File: src/logic/output_sync_timing_monitor_regs.vh
// Register indices, reset values and codes of the output sync timing monitor.
// Assumes a 32-bit Avalon-MM slave; the byte address of a register is four times its index.
`ifndef OUTPUT_SYNC_TIMING_MONITOR_REGS_VH
`define OUTPUT_SYNC_TIMING_MONITOR_REGS_VH

// Register indices (byte address = index * 4)
`define IDX_SYNC_MODE        6'h01
`define IDX_CYCLE_TIME       6'h02
`define IDX_SHIFT_TIME       6'h03
`define IDX_MODES_SUPPORTED  6'h04
`define IDX_MIN_CYCLE        6'h05
`define IDX_CALC_COPY        6'h06
`define IDX_MIN_DELAY        6'h07
`define IDX_COMMAND          6'h08
`define IDX_MAX_DELAY        6'h09
`define IDX_MISSED_COUNT     6'h0B
`define IDX_OVERRUN_COUNT    6'h0C
`define IDX_SHORT_COUNT      6'h0D
`define IDX_INPUT_SHIFT      6'h13
`define IDX_LATE_FLAG        6'h20

// Reset values
`define RST_SYNC_MODE        16'h0001
`define RST_CYCLE_TIME       32'h000F4240
`define RST_SHIFT_TIME       32'h00000000
`define RST_MODES_SUPPORTED  16'hC007
`define RST_MIN_CYCLE        32'h0003D090
`define RST_TIME_ZERO        32'h00000000
`define RST_COMMAND          16'h0000
`define RST_COUNT            16'h0000

// Supported-modes field positions
`define MODES_FREE_RUN_BIT   0
`define MODES_SM2_BIT        1
`define MODES_DC_LSB         2
`define MODES_SHIFT_LSB      4
`define MODES_DYNAMIC_BIT    14
`define MODES_RESERVED_BIT   15

// Output sync mode codes
`define MODE_FREE_RUN        16'h0000
`define MODE_SM2             16'h0001
`define MODE_SYNC0           16'h0002
`define MODE_SYNC1           16'h0003

// Measurement command codes
`define CMD_STOP             16'h0000
`define CMD_START            16'h0001

// Event pin positions in the synchroniser vector
`define EV_SYNC0             0
`define EV_SYNC1             1
`define EV_SM2               2
`define EV_OUT_DRIVEN        3
`define EV_CALC_DONE         4
`define EV_INPUT_LATCH       5
`define EV_OP_STATE          6
`define EV_COUNT             7

`endif

File: src/logic/output_sync_timing_monitor.v
// Output-side synchronisation timing monitor: timing entries, measurement and error counters.
// Assumes one 20 MHz clock, an Avalon-MM master on the same clock, and event pins
// from outside the clock domain that each pulse for at least two clock periods.
//
// Chosen here: the Avalon-MM register port.

`timescale 1ns/10ps
`default_nettype none

`include "output_sync_timing_monitor_regs.vh"

module output_sync_timing_monitor #(
   parameter [31:0] CLK_PERIOD_NS = 32'h00000032
) (
   // Clock, reset and clock enable
   input  wire        I_CLK,
   input  wire        I_RESET_N,
   input  wire        I_CLK_EN,
   // Avalon-MM slave
   input  wire [7:0]  I_ADDRESS,
   input  wire        I_READ,
   input  wire        I_WRITE,
   input  wire [31:0] I_WRITEDATA,
   input  wire [3:0]  I_BYTEENABLE,
   output wire [31:0] O_READDATA,
   output wire        O_WAITREQUEST,
   // Event pins, asynchronous to I_CLK
   input  wire        I_SYNC0,
   input  wire        I_SYNC1,
   input  wire        I_SM2_EVENT,
   input  wire        I_OUTPUT_DRIVEN,
   input  wire        I_CALC_DONE,
   input  wire        I_INPUT_LATCH,
   input  wire        I_OP_STATE,
   // Status
   output wire        O_MEASURING,
   output wire        O_LATE_OUTPUT
);

   // Byte-lane merge of a write into a 32-bit register
   function [31:0] merge32;
      input [31:0] old_value;
      input [31:0] new_value;
      input [3:0]  lanes;
      integer      k;
      begin
         merge32 = old_value;
         for (k = 0; k < 4; k = k + 1) begin
            if (lanes[k]) begin
               merge32[k*8 +: 8] = new_value[k*8 +: 8];
            end
         end
      end
   endfunction

   // Saturating increment, held at all ones
   function [15:0] sat_inc;
      input [15:0] value;
      begin
         sat_inc = (value == 16'hFFFF) ? value : value + 16'h0001;
      end
   endfunction

   wire [`EV_COUNT-1:0] pins_raw;
   reg  [`EV_COUNT-1:0] meta_reg;
   reg  [`EV_COUNT-1:0] sync_reg;
   reg  [`EV_COUNT-1:0] prev_reg;
   wire [`EV_COUNT-1:0] rise;

   reg         ack_reg;
   reg  [31:0] readdata_reg;
   reg  [31:0] readdata_next;
   reg  [15:0] sync_mode_reg;
   reg  [31:0] cycle_time_reg;
   reg  [15:0] command_reg;
   reg  [31:0] shift_time_reg;
   reg  [31:0] min_cycle_reg;
   reg  [31:0] calc_copy_reg;
   reg  [31:0] min_delay_reg;
   reg  [31:0] max_delay_reg;
   reg  [31:0] input_shift_reg;
   reg  [15:0] missed_reg;
   reg  [15:0] overrun_reg;
   reg  [15:0] short_reg;
   reg         late_reg;

   reg  [31:0] now_reg;
   reg  [31:0] sync0_t_reg;
   reg  [31:0] sync1_t_reg;
   reg  [31:0] start_t_reg;
   reg         started_reg;
   reg         busy_reg;
   reg         sm_seen_reg;
   reg         sync1_seen_reg;

   wire [5:0]  index;
   wire        wr_fire;
   wire        start_cmd;
   wire        measuring;
   wire        dc_mode;
   wire        op_state;
   wire        cycle_start;
   wire [31:0] since_sync0;
   wire [31:0] since_sync1;
   wire [31:0] since_start;
   wire [15:0] modes_word;
   wire [31:0] mode_merged;
   wire [31:0] cmd_merged;

   assign pins_raw = {I_OP_STATE, I_INPUT_LATCH, I_CALC_DONE, I_OUTPUT_DRIVEN,
                      I_SM2_EVENT, I_SYNC1, I_SYNC0};

   // Two-flop synchroniser per pin, then an edge detector on the second stage
   genvar g;
   generate
      for (g = 0; g < `EV_COUNT; g = g + 1) begin : g_pin
         always @(posedge I_CLK or negedge I_RESET_N) begin
            if (!I_RESET_N) begin
               meta_reg[g] <= 1'b0;
               sync_reg[g] <= 1'b0;
               prev_reg[g] <= 1'b0;
            end else if (I_CLK_EN) begin
               meta_reg[g] <= pins_raw[g];
               sync_reg[g] <= meta_reg[g];
               prev_reg[g] <= sync_reg[g];
            end
         end
         assign rise[g] = sync_reg[g] & ~prev_reg[g];
      end
   endgenerate

   // Mode decode
   assign dc_mode  = (sync_mode_reg == `MODE_SYNC0) || (sync_mode_reg == `MODE_SYNC1);
   assign op_state = sync_reg[`EV_OP_STATE];
   // A cycle opens on SYNC0 in DC mode and on the SM2 event otherwise
   assign cycle_start = dc_mode ? rise[`EV_SYNC0] : rise[`EV_SM2];
   assign since_sync0 = now_reg - sync0_t_reg;
   assign since_sync1 = now_reg - sync1_t_reg;
   assign since_start = now_reg - start_t_reg;

   // Fixed capability word; bits 4-5 stay 00 since outputs are never shifted by SYNC1 here
   assign modes_word = (16'h0001 << `MODES_FREE_RUN_BIT)
                     | (16'h0001 << `MODES_SM2_BIT)
                     | (16'h0001 << `MODES_DC_LSB)
                     | (16'h0001 << `MODES_RESERVED_BIT)
                     | (16'h0001 << `MODES_DYNAMIC_BIT);

   // Bus decode: waitrequest drops one cycle after a request, and stays up while frozen
   assign index         = I_ADDRESS[7:2];
   assign O_WAITREQUEST = (I_READ | I_WRITE) & ~(ack_reg & I_CLK_EN);
   assign wr_fire       = I_CLK_EN & I_WRITE & ack_reg;
   assign start_cmd     = wr_fire && (index == `IDX_COMMAND) && I_BYTEENABLE[0]
                          && (I_WRITEDATA[15:0] == `CMD_START);
   assign measuring     = (command_reg == `CMD_START);

   assign O_READDATA    = readdata_reg;
   assign O_MEASURING   = measuring;
   assign O_LATE_OUTPUT = late_reg;

   // Byte-lane merges of the 16-bit writable registers; only lanes 0 and 1 reach them
   assign mode_merged   = merge32({16'h0000, sync_mode_reg}, I_WRITEDATA,
                                  {2'b00, I_BYTEENABLE[1:0]});
   assign cmd_merged    = merge32({16'h0000, command_reg}, I_WRITEDATA,
                                  {2'b00, I_BYTEENABLE[1:0]});

   // Read mux; unmapped indices read as zero
   always @* begin
      readdata_next = 32'h00000000;
      case (index)
         `IDX_SYNC_MODE:       readdata_next[15:0] = sync_mode_reg;
         `IDX_CYCLE_TIME:      readdata_next = cycle_time_reg;
         `IDX_SHIFT_TIME:      readdata_next = shift_time_reg;
         `IDX_MODES_SUPPORTED: readdata_next[15:0] = modes_word;
         `IDX_MIN_CYCLE:       readdata_next = min_cycle_reg;
         `IDX_CALC_COPY:       readdata_next = calc_copy_reg;
         `IDX_MIN_DELAY:       readdata_next = min_delay_reg;
         `IDX_COMMAND:         readdata_next[15:0] = command_reg;
         `IDX_MAX_DELAY:       readdata_next = max_delay_reg;
         `IDX_MISSED_COUNT:    readdata_next[15:0] = missed_reg;
         `IDX_OVERRUN_COUNT:   readdata_next[15:0] = overrun_reg;
         `IDX_SHORT_COUNT:     readdata_next[15:0] = short_reg;
         `IDX_INPUT_SHIFT:     readdata_next = input_shift_reg;
         `IDX_LATE_FLAG:       readdata_next[0] = late_reg;
         default:              readdata_next = 32'h00000000;
      endcase
   end

   // Bus handshake and writable registers
   always @(posedge I_CLK or negedge I_RESET_N) begin
      if (!I_RESET_N) begin
         ack_reg        <= 1'b0;
         readdata_reg   <= 32'h00000000;
         sync_mode_reg  <= `RST_SYNC_MODE;
         cycle_time_reg <= `RST_CYCLE_TIME;
         command_reg    <= `RST_COMMAND;
      end else if (I_CLK_EN) begin
         ack_reg <= (I_READ | I_WRITE) & ~ack_reg;
         if (I_READ && !ack_reg) begin
            readdata_reg <= readdata_next;
         end
         if (wr_fire) begin
            case (index)
               `IDX_SYNC_MODE: begin
                  sync_mode_reg <= mode_merged[15:0];
               end
               `IDX_CYCLE_TIME: begin
                  cycle_time_reg <= merge32(cycle_time_reg, I_WRITEDATA, I_BYTEENABLE);
               end
               `IDX_COMMAND: begin
                  command_reg <= cmd_merged[15:0];
               end
               default: begin
                  command_reg <= command_reg;
               end
            endcase
         end
      end
   end

   // Local time base in ns and cycle bookkeeping
   always @(posedge I_CLK or negedge I_RESET_N) begin
      if (!I_RESET_N) begin
         now_reg        <= 32'h00000000;
         sync0_t_reg    <= 32'h00000000;
         sync1_t_reg    <= 32'h00000000;
         start_t_reg    <= 32'h00000000;
         started_reg    <= 1'b0;
         busy_reg       <= 1'b0;
         sm_seen_reg    <= 1'b0;
         sync1_seen_reg <= 1'b0;
      end else if (I_CLK_EN) begin
         now_reg <= now_reg + CLK_PERIOD_NS;
         if (rise[`EV_SYNC0]) begin
            sync0_t_reg    <= now_reg;
            sync1_seen_reg <= 1'b0;
         end
         if (rise[`EV_SYNC1]) begin
            sync1_t_reg    <= now_reg;
            sync1_seen_reg <= 1'b1;
         end
         // Outputs driven closes the cycle; a new start reopens it
         if (cycle_start) begin
            start_t_reg <= now_reg;
            started_reg <= 1'b1;
            busy_reg    <= 1'b1;
         end else if (rise[`EV_OUT_DRIVEN]) begin
            busy_reg <= 1'b0;
         end
         // SM2 seen since the last SYNC0; an event in the same cycle as SYNC0 counts
         if (rise[`EV_SM2]) begin
            sm_seen_reg <= 1'b1;
         end else if (rise[`EV_SYNC0]) begin
            sm_seen_reg <= 1'b0;
         end
      end
   end

   // Measured timing entries; a start command wipes them before new maxima build up
   always @(posedge I_CLK or negedge I_RESET_N) begin
      if (!I_RESET_N) begin
         shift_time_reg  <= `RST_SHIFT_TIME;
         min_cycle_reg   <= `RST_MIN_CYCLE;
         calc_copy_reg   <= `RST_TIME_ZERO;
         min_delay_reg   <= `RST_TIME_ZERO;
         max_delay_reg   <= `RST_TIME_ZERO;
         input_shift_reg <= `RST_SHIFT_TIME;
      end else if (I_CLK_EN) begin
         if (start_cmd) begin
            shift_time_reg  <= `RST_TIME_ZERO;
            min_cycle_reg   <= `RST_TIME_ZERO;
            calc_copy_reg   <= `RST_TIME_ZERO;
            min_delay_reg   <= `RST_TIME_ZERO;
            max_delay_reg   <= `RST_TIME_ZERO;
            input_shift_reg <= `RST_TIME_ZERO;
         end else if (measuring) begin
            if (rise[`EV_OUT_DRIVEN] && dc_mode && since_sync0 > shift_time_reg) begin
               shift_time_reg <= since_sync0;
            end
            if (cycle_start && started_reg && since_start > min_cycle_reg) begin
               min_cycle_reg <= since_start;
            end
            if (rise[`EV_CALC_DONE] && started_reg && since_start > calc_copy_reg) begin
               calc_copy_reg <= since_start;
            end
            // Both delay entries keep the largest SYNC1-to-output time
            if (rise[`EV_OUT_DRIVEN] && dc_mode && sync1_seen_reg) begin
               if (since_sync1 > min_delay_reg) begin
                  min_delay_reg <= since_sync1;
               end
               if (since_sync1 > max_delay_reg) begin
                  max_delay_reg <= since_sync1;
               end
            end
            if (rise[`EV_INPUT_LATCH] && dc_mode && since_sync0 > input_shift_reg) begin
               input_shift_reg <= since_sync0;
            end
         end
      end
   end

   // Diagnostic counters and late-output flag
   always @(posedge I_CLK or negedge I_RESET_N) begin
      if (!I_RESET_N) begin
         missed_reg  <= `RST_COUNT;
         overrun_reg <= `RST_COUNT;
         short_reg   <= `RST_COUNT;
         late_reg    <= 1'b0;
      end else if (I_CLK_EN) begin
         // A SYNC0 with no SM2 event since the previous one is a missed event
         if (rise[`EV_SYNC0] && op_state && dc_mode && started_reg
             && !sm_seen_reg && !rise[`EV_SM2]) begin
            missed_reg <= sat_inc(missed_reg);
         end
         // Overrun: previous outputs still pending, or the cycle came early
         if (cycle_start && op_state && started_reg
             && (busy_reg || since_start < min_cycle_reg)) begin
            overrun_reg <= sat_inc(overrun_reg);
         end
         if (rise[`EV_SYNC1] && dc_mode && since_sync0 < calc_copy_reg) begin
            short_reg <= sat_inc(short_reg);
         end
         // In DC mode the flag reflects only the cycle just closed; otherwise it is held low
         if (!dc_mode) begin
            late_reg <= 1'b0;
         end else if (cycle_start) begin
            late_reg <= started_reg & busy_reg;
         end
      end
   end

endmodule // output_sync_timing_monitor

`default_nettype wire

File: config.mk
export PLATFORM = sky130hd
export DESIGN_NAME = output_sync_timing_monitor
export DESIGN_NICKNAME = d
export VERILOG_FILES = /design/src/logic/output_sync_timing_monitor.v
export VERILOG_INCLUDE_DIRS = /design/src /design/src/logic
export SDC_FILE = /design/constraint.sdc
export NUM_CORES = 1
export LEC_CHECK = 0
export BUFFER_PORTS_ARGS = -buffer_cell sky130_fd_sc_hd__buf_2
export CAP_MARGIN = 0
export CORE_UTILIZATION = 60
export CTS_CLUSTER_DIAMETER = 150
export CTS_CLUSTER_SIZE = 30
export DETAILED_ROUTE_END_ITERATION = 16
export PLACE_DENSITY_LB_ADDON = 0.05
export SKIP_LAST_GASP = 1
export SLEW_MARGIN = 20
export SYNTH_ARGS = -nofsm -noshare
export SYNTH_HDL_FRONTEND = slang
export SYNTH_SLANG_ARGS = --single-unit
File: constraint.sdc
create_clock -name I_CLK -period 6.7 [get_ports I_CLK]
set_input_delay 1.34 -clock I_CLK [delete_from_list [all_inputs] [get_ports I_CLK]]
set_output_delay 1.34 -clock I_CLK [all_outputs]
set_load 0.03 [all_outputs]
# Word-level counts from Yosys, hierarchy flattened
# Index checks and enable logic that the tools add are counted.
[totals] ff_bits=490 mem_bits_rw=0 romBits=0 wordCells=204 latch_bits=0 in_bits=56 mem_count=0 out_inout_bits=35
[op_classes] bitwise_logic=24 n_reduce_logical=64 shifts=0 div_mod_pow=0 order_cmp=8 n_mux=31 multipliers=0 eq_ne=22 add_sub_neg=7
[op_table] cell="$mux W32" count=20
[op_table] cell="$pmux W15 S13" count=1
[op_table] cell="$gt A32 B32 Y1" count=6
[op_table] cell="$pmux W16 S7" count=1
[op_table] cell="$sub A32 B32 Y32" count=3
[op_table] cell="$lt A32 B32 Y1" count=2
[op_table] cell="$add A16 B1 Y16 const B" count=3
[op_table] cell="$eq A16 B16 Y1 const B" count=3
[op_table] cell="$reduce_and A4 Y1" count=10
[op_table] cell="$add A32 B6 Y32 const B" count=1
[op_table] cell="$eq A16 B1 Y1 const B" count=2
[op_table] cell="$eq A16 B2 Y1 const B" count=2
[op_table] cell="$eq A6 B4 Y1 const B" count=5
[op_table] cell="$eq A6 B3 Y1 const B" count=4
[op_table] cell="$logic_and A1 B1 Y1" count=23
[op_table] cell="$reduce_bool A2 Y1" count=11
[op_table] cell="$reduce_and A3 Y1" count=7
[op_table] cell="$reduce_and A2 Y1" count=8
[op_table] cell="$pmux W1 S14" count=1
[op_table] cell="$and A1 B1 Y1" count=12
[op_table] cell="$eq A6 B2 Y1 const B" count=2
[op_table] cell="$not A1 Y1" count=11
[op_table] cell="$mux W1" count=8
[op_table] cell="$eq A6 B1 Y1 const B" count=1
[op_table] cell="6 further kinds" count=9

# Depth between registers and ports, before layout
[depth] depth_word=8 depth_mapped=24 ltp_nobuf=22

# Worst setup path before layout
# OpenSTA, ideal clock, no wires.
[synth_timing] path_kind="register to register" from="register now_reg[1]" to="register short_reg[11]" period_less_slack_ps=4894 arrival_ps=4815 path_buffers=0 required_ps=6621 path_slack_ps=1806 setup_time_ps=79 stages_incl_launch_ff=22 cell_sequence="dfrtp_1 inv_1 ha_1 fa_1 nor2b_1 o31a_1 o2111ai_1 a311oi_1 nor2_1 o21ai_0 a211oi_1 xor2_1 inv_1 ha_1 a21o_1 a21o_1 a21oi_1 nor2_1 or3_1 or4_1 nor3_1 xor2_1"
[synth_via] elab_chain_cells=4
[synth_rtl] item="from (decl)" line="output_sync_timing_monitor.v:87" rtl="reg [31:0] now_reg;"
[synth_rtl] item="from (signal assigned)" line="output_sync_timing_monitor.v:232" rtl="now_reg <= now_reg + CLK_PERIOD_NS;"
[synth_rtl] item="$sub A32 B32 Y32" line="output_sync_timing_monitor.v:137" rtl="assign since_sync0 = now_reg - sync0_t_reg;"
[synth_rtl] item="$lt A32 B32 Y1" line="output_sync_timing_monitor.v:319" rtl="if (rise[`EV_SYNC1] && dc_mode && since_sync0 < calc_copy_reg) begin"
[synth_rtl] item="$logic_and A1 B1 Y1" line="output_sync_timing_monitor.v:319"
[synth_rtl] item="$reduce_and A3 Y1 (no line)"
[synth_rtl] item="to (signal assigned)" line="output_sync_timing_monitor.v:306" rtl="short_reg <= `RST_COUNT;"
[synth_rtl] item="to (signal assigned)" line="output_sync_timing_monitor.v:320" rtl="short_reg <= sat_inc(short_reg);"
[synth_rtl] item="to (decl)" line="output_sync_timing_monitor.v:84" rtl="reg [15:0] short_reg;"
# Every way passes these cells.
# A chain may end at the register's enable or synchronous reset.

# Final worst setup path
[layout_timing] from="register now_reg[1]" to="register overrun_reg[1]"
[layout_via] elab_chain_cells=5
[layout_rtl] item="$sub A32 B32 Y32" line="output_sync_timing_monitor.v:139" rtl="assign since_start = now_reg - start_t_reg;"
[layout_rtl] item="$lt A32 B32 Y1" line="output_sync_timing_monitor.v:316" rtl="&& (busy_reg || since_start < min_cycle_reg)) begin"
[layout_rtl] item="$logic_or A1 B1 Y1" line="output_sync_timing_monitor.v:316"
[layout_rtl] item="$logic_and A1 B1 Y1" line="output_sync_timing_monitor.v:316"
[layout_rtl] item="$reduce_and A3 Y1 (no line)"
[layout_rtl] item="to (signal assigned)" line="output_sync_timing_monitor.v:305" rtl="overrun_reg <= `RST_COUNT;"
[layout_rtl] item="to (signal assigned)" line="output_sync_timing_monitor.v:317" rtl="overrun_reg <= sat_inc(overrun_reg);"
[layout_rtl] item="to (decl)" line="output_sync_timing_monitor.v:83" rtl="reg [15:0] overrun_reg;"
# Every way passes these cells.

==> metrics.md <==
| Metric | Value |
|---|---|
| Crit Path Class | reg2reg |
| Core Rows | 82 |
| Synth top area share | 37.9% |
| Drt first-iter violations | 2850 |
| Yosys top cell by area | dfrtp_1 |
| CTS tree | done |
| Layout Utilization | 64.7% |
| Share of layout cells above drive strength 1 | 11.3% |
| Worst path top cell family by delay | compound AO/OA/AOI/OAI gates |
| Cells on worst reg2reg path | 22 |
| Max stage delay cell, worst path | o211a_1 |
| Syn Area/Cell | 9.18 um2 |
| Total I/O pin count | 91 |
| Most common cell after layout, fill and taps aside | dfrtp_1 |
| Final Max Slew Viols | 0 |
| Final Cell Area | 32600 um2 |
| DP Wirelength | 73.6 mm |
| PortBufs | 88 |
| Most frequent cells in the layout | dfrtp_1 (465), nand2_1 (434), inv_1 (335), ha_1 (310), o21ai_0 (296) |
| XOR/XNOR share of the synthesized area | 4.39% |
| Relative slew slack | 29.0% |
| Placer congestion estimate | 0.984 |
| WL met1 | 42.4 mm |
| Mux cell area share after synthesis | 6.57% |
| Crit. End Element | register |
| Met3 routed WL | 7.25 mm |
| Number of flops mapped to enable cells by yosys | 0 |
| Worst endpoint required time | 7.18 ns |
| Post-synth design cell area | 30700 um2 |
| Total power | 15.9 mW |
| Setup TNS | 0 ns |
| Drt wl/cell | 23.1 um |
| Cells after Synth | 3346 |
| Starting density of the core | 61.0% |
| Worst hold path type | reg2reg |
| Synthesized Nets | 3715 |
| Worst path bufs/invs | 4 |
| CP Launch Type | register |
| Cts repair resizes | 0 |
| Longest Clk Path Bufs | 3 |
| Fin crit share | 93.5% |
| Critical path destination | overrun_reg[1]$_DFFE_PN0P_ |
| First-pass GRT wire length | 147 mm |
| CP cell instances | inv_1, ha_1, fa_1, nor2b_1, o31a_1, o31ai_1, o311ai_2, a21oi_2, o21ai_1, a221o_1, xnor2_1, inv_1, ha_1, nand4_1, nor4_1, buf_4, nand4_1, a31oi_1, nor4_1, buf_4, o211a_1, mux2_2 |
| Worst reg-to-reg setup slack | 0.43 ns |
| GR Overflow Total | 0 |
| Top post-synthesis cells by area | dfrtp_1 (38%), ha_1 (13%), mux2_2 (6.5%), nand2_1 (5.3%), o21ai_0 (4.8%) |
| Reg2reg start | now_reg[1]$_DFFE_PN0P_ |
| Final WL | 94.2 mm |
| Pre-antenna DRT Iters | 7 |
| Worst-Margin Slew | 1.07 ns |
| Area Overhead vs Synth | 6.08% |
| Origin of the worst setup path | now_reg[1]$_DFFE_PN0P_ |
| Avg Vias per Cell | 6.37 |
| Fmax | 0.160 GHz |
| Synth unique cells | 73 |
| Levels on crit path | 22 |
| Die width | 228 um |
| # H-tree levels | 1 |
| CP max stage delay | 0.48 ns |
| Final ANT Viol Nets | 0 |
| Cts hold-fix bufs | 0 |
| Post-synthesis sequential area ratio | 39.2% |
| # setup viols final | 0 |
| Skew final | 0.0246 ns |
| Synth Area in Simple Gates | 13.4% |
| Core ar. | 50400 um2 |
| Synth warnings | 0 |
| Post-CTS Setup Inserts | 0 |
| Max cap viols | 0 |
| Clock sinks | 480 |
| Die ar. | 52100 um2 |
| Routed wl met2 | 42.1 mm |
| Placement Cell Area | 32100 um2 |
| Critical R2R Capture | overrun_reg[1]$_DFFE_PN0P_ |
| RSZ-0062 raised after global routing | no |
| Nets | 3759 |
| Tmin final | 6.27 ns |
| Num CTS Buffers | 19 |
| Worst skew pair latency | 0.60 ns |
| Adder-Cell Fraction of Synth Area | 12.8% |
| Total Routing Usage GR | 36.3% |
| Initial antenna violation count | 1 |
| P_leak | 15.2 nW |
| Commonest register cell after synthesis | dfrtp_1 |
| Pin count of the biggest net entering global routing | 158 |
| PwrDens | 487 nW/um2 |
| Peak supply drop | 383 uV |
| Largest family of logic cells by synthesized area | compound AO/OA/AOI/OAI gates |
| ANT cells | 0 |
| DR vias | 25953 |
| Asr flop ratio synth | 100% |
| Compound-Gate Fraction of Synth Area | 17.9% |
| Vias in the first global route | 25273 |
| DRC errors left | 0 |
| Synth Register Bits | 480 |
| Top layer in use | met4 |
| CTS clk-pin slew, worst paths | 0.12 ns |
| Status | finished, final reports clean |
| Worst-path fanout max | 16 |
| Worst path arrival time | 6.74 ns |
| Die extent in y | 228 um |
| Final Hold Vio Count | 0 |
| Root Driver | clkbuf_16 |
[layer usage]
layer	GRT usage, %	vias up
li1	-	11938
met1	53.2	12802
met2	57.0	1064
met3	4.19	149
met4	9.58	0
met5	0	-
[cell families (layout without fill, tap and decap cells)]
family          count (synthesis)  in the layout
fa+ha+maj                     313            313
simple gates                  887            887
mux                           179            179
buf+inv                       458            514
compound gates                875            875
xor+xnor                      154            154
flops                         480            480
[worst min-delay path, delay by kind of cell, from the launching register on]
kind	cells	cell delay, ns
AO/OA/AOI/OAI	1	0.06
AND/OR/NAND/NOR	1	0.04
flip-flops	1	0.36
[worst min path at each step]
stage / to / cells past startpoint / from
floorplan: min_cycle_reg[18]$_DFFE_PN0P_ / 2 / min_cycle_reg[18]$_DFFE_PN0P_
global placement: O_READDATA[21]$_DFFE_PN0P_ / 2 / O_READDATA[21]$_DFFE_PN0P_
detailed placement: O_READDATA[25]$_DFFE_PN0P_ / 2 / O_READDATA[25]$_DFFE_PN0P_
CTS: min_cycle_reg[17]$_DFFE_PN1P_ / 2 / min_cycle_reg[17]$_DFFE_PN1P_
global route: O_READDATA[19]$_DFFE_PN0P_ / 2 / O_READDATA[19]$_DFFE_PN0P_
finish: O_READDATA[19]$_DFFE_PN0P_ / 2 / O_READDATA[19]$_DFFE_PN0P_
[power breakdown]
| part | switching, mW | internal [mW] |
|---|---|---|
| sequential | 0.250 | 3.15 |
| combinational | 6.85 | 4.13 |
| clock | 0.956 | 0.549 |
[cells in the mapped netlist, types with 7 or more instances]
master and count:
dfstp_2 15, nor3_1 32, a21o_1 75, a222oi_1 14, a211oi_1 15, o211ai_1 10, and3_1 31, a21oi_1 189
buf_2 12, nor4_1 22, ha_1 310, o21ai_0 296, o21bai_1 13, or3_1 12, a31oi_1 28, a2111oi_0 8
or2_2 10, o21a_1 22, o31a_1 8, a221oi_1 29, inv_1 335, and2_1 13, xor2_1 50, o31ai_1 22
dfrtp_1 465, o22ai_1 13, clkbuf_1 97, nor2_1 116, xnor2_1 104, and4_1 13, nand2_1 434, nand2b_1 13
mux2_2 177, buf_1 11, a22oi_1 55, nand3_1 73, a22o_1 22, o2111ai_1 7, nor2b_1 28, nand4_1 73
[stage by stage]
step | instances | worst slack [ns] | hold WS (ns)
2_1_floorplan | 3346 | 1.81 | 0.439
6_report | 4074 | 0.435 | 0.486
5_1_grt | 4074 | 0.0587 | 0.507
3_5_place_dp | 4041 | 0.525 | 0.466
3_3_place_gp | 4041 | 0.671 | 0.459
4_1_cts | 4074 | 0.473 | 0.489
[area by class of cell]
type                            count  area [um2]
Sequential cell                   480       12000
Inverter                          335        1260
Multi-Input combinational cell   2408       17000
Timing Repair Buffer              146         948
Fill cell                        4235       17800
Clock inverter                      1        8.76
Clock buffer                       32         524
Tap cell                          672         841
No activity file was read; power rests on OpenSTA's default activity.
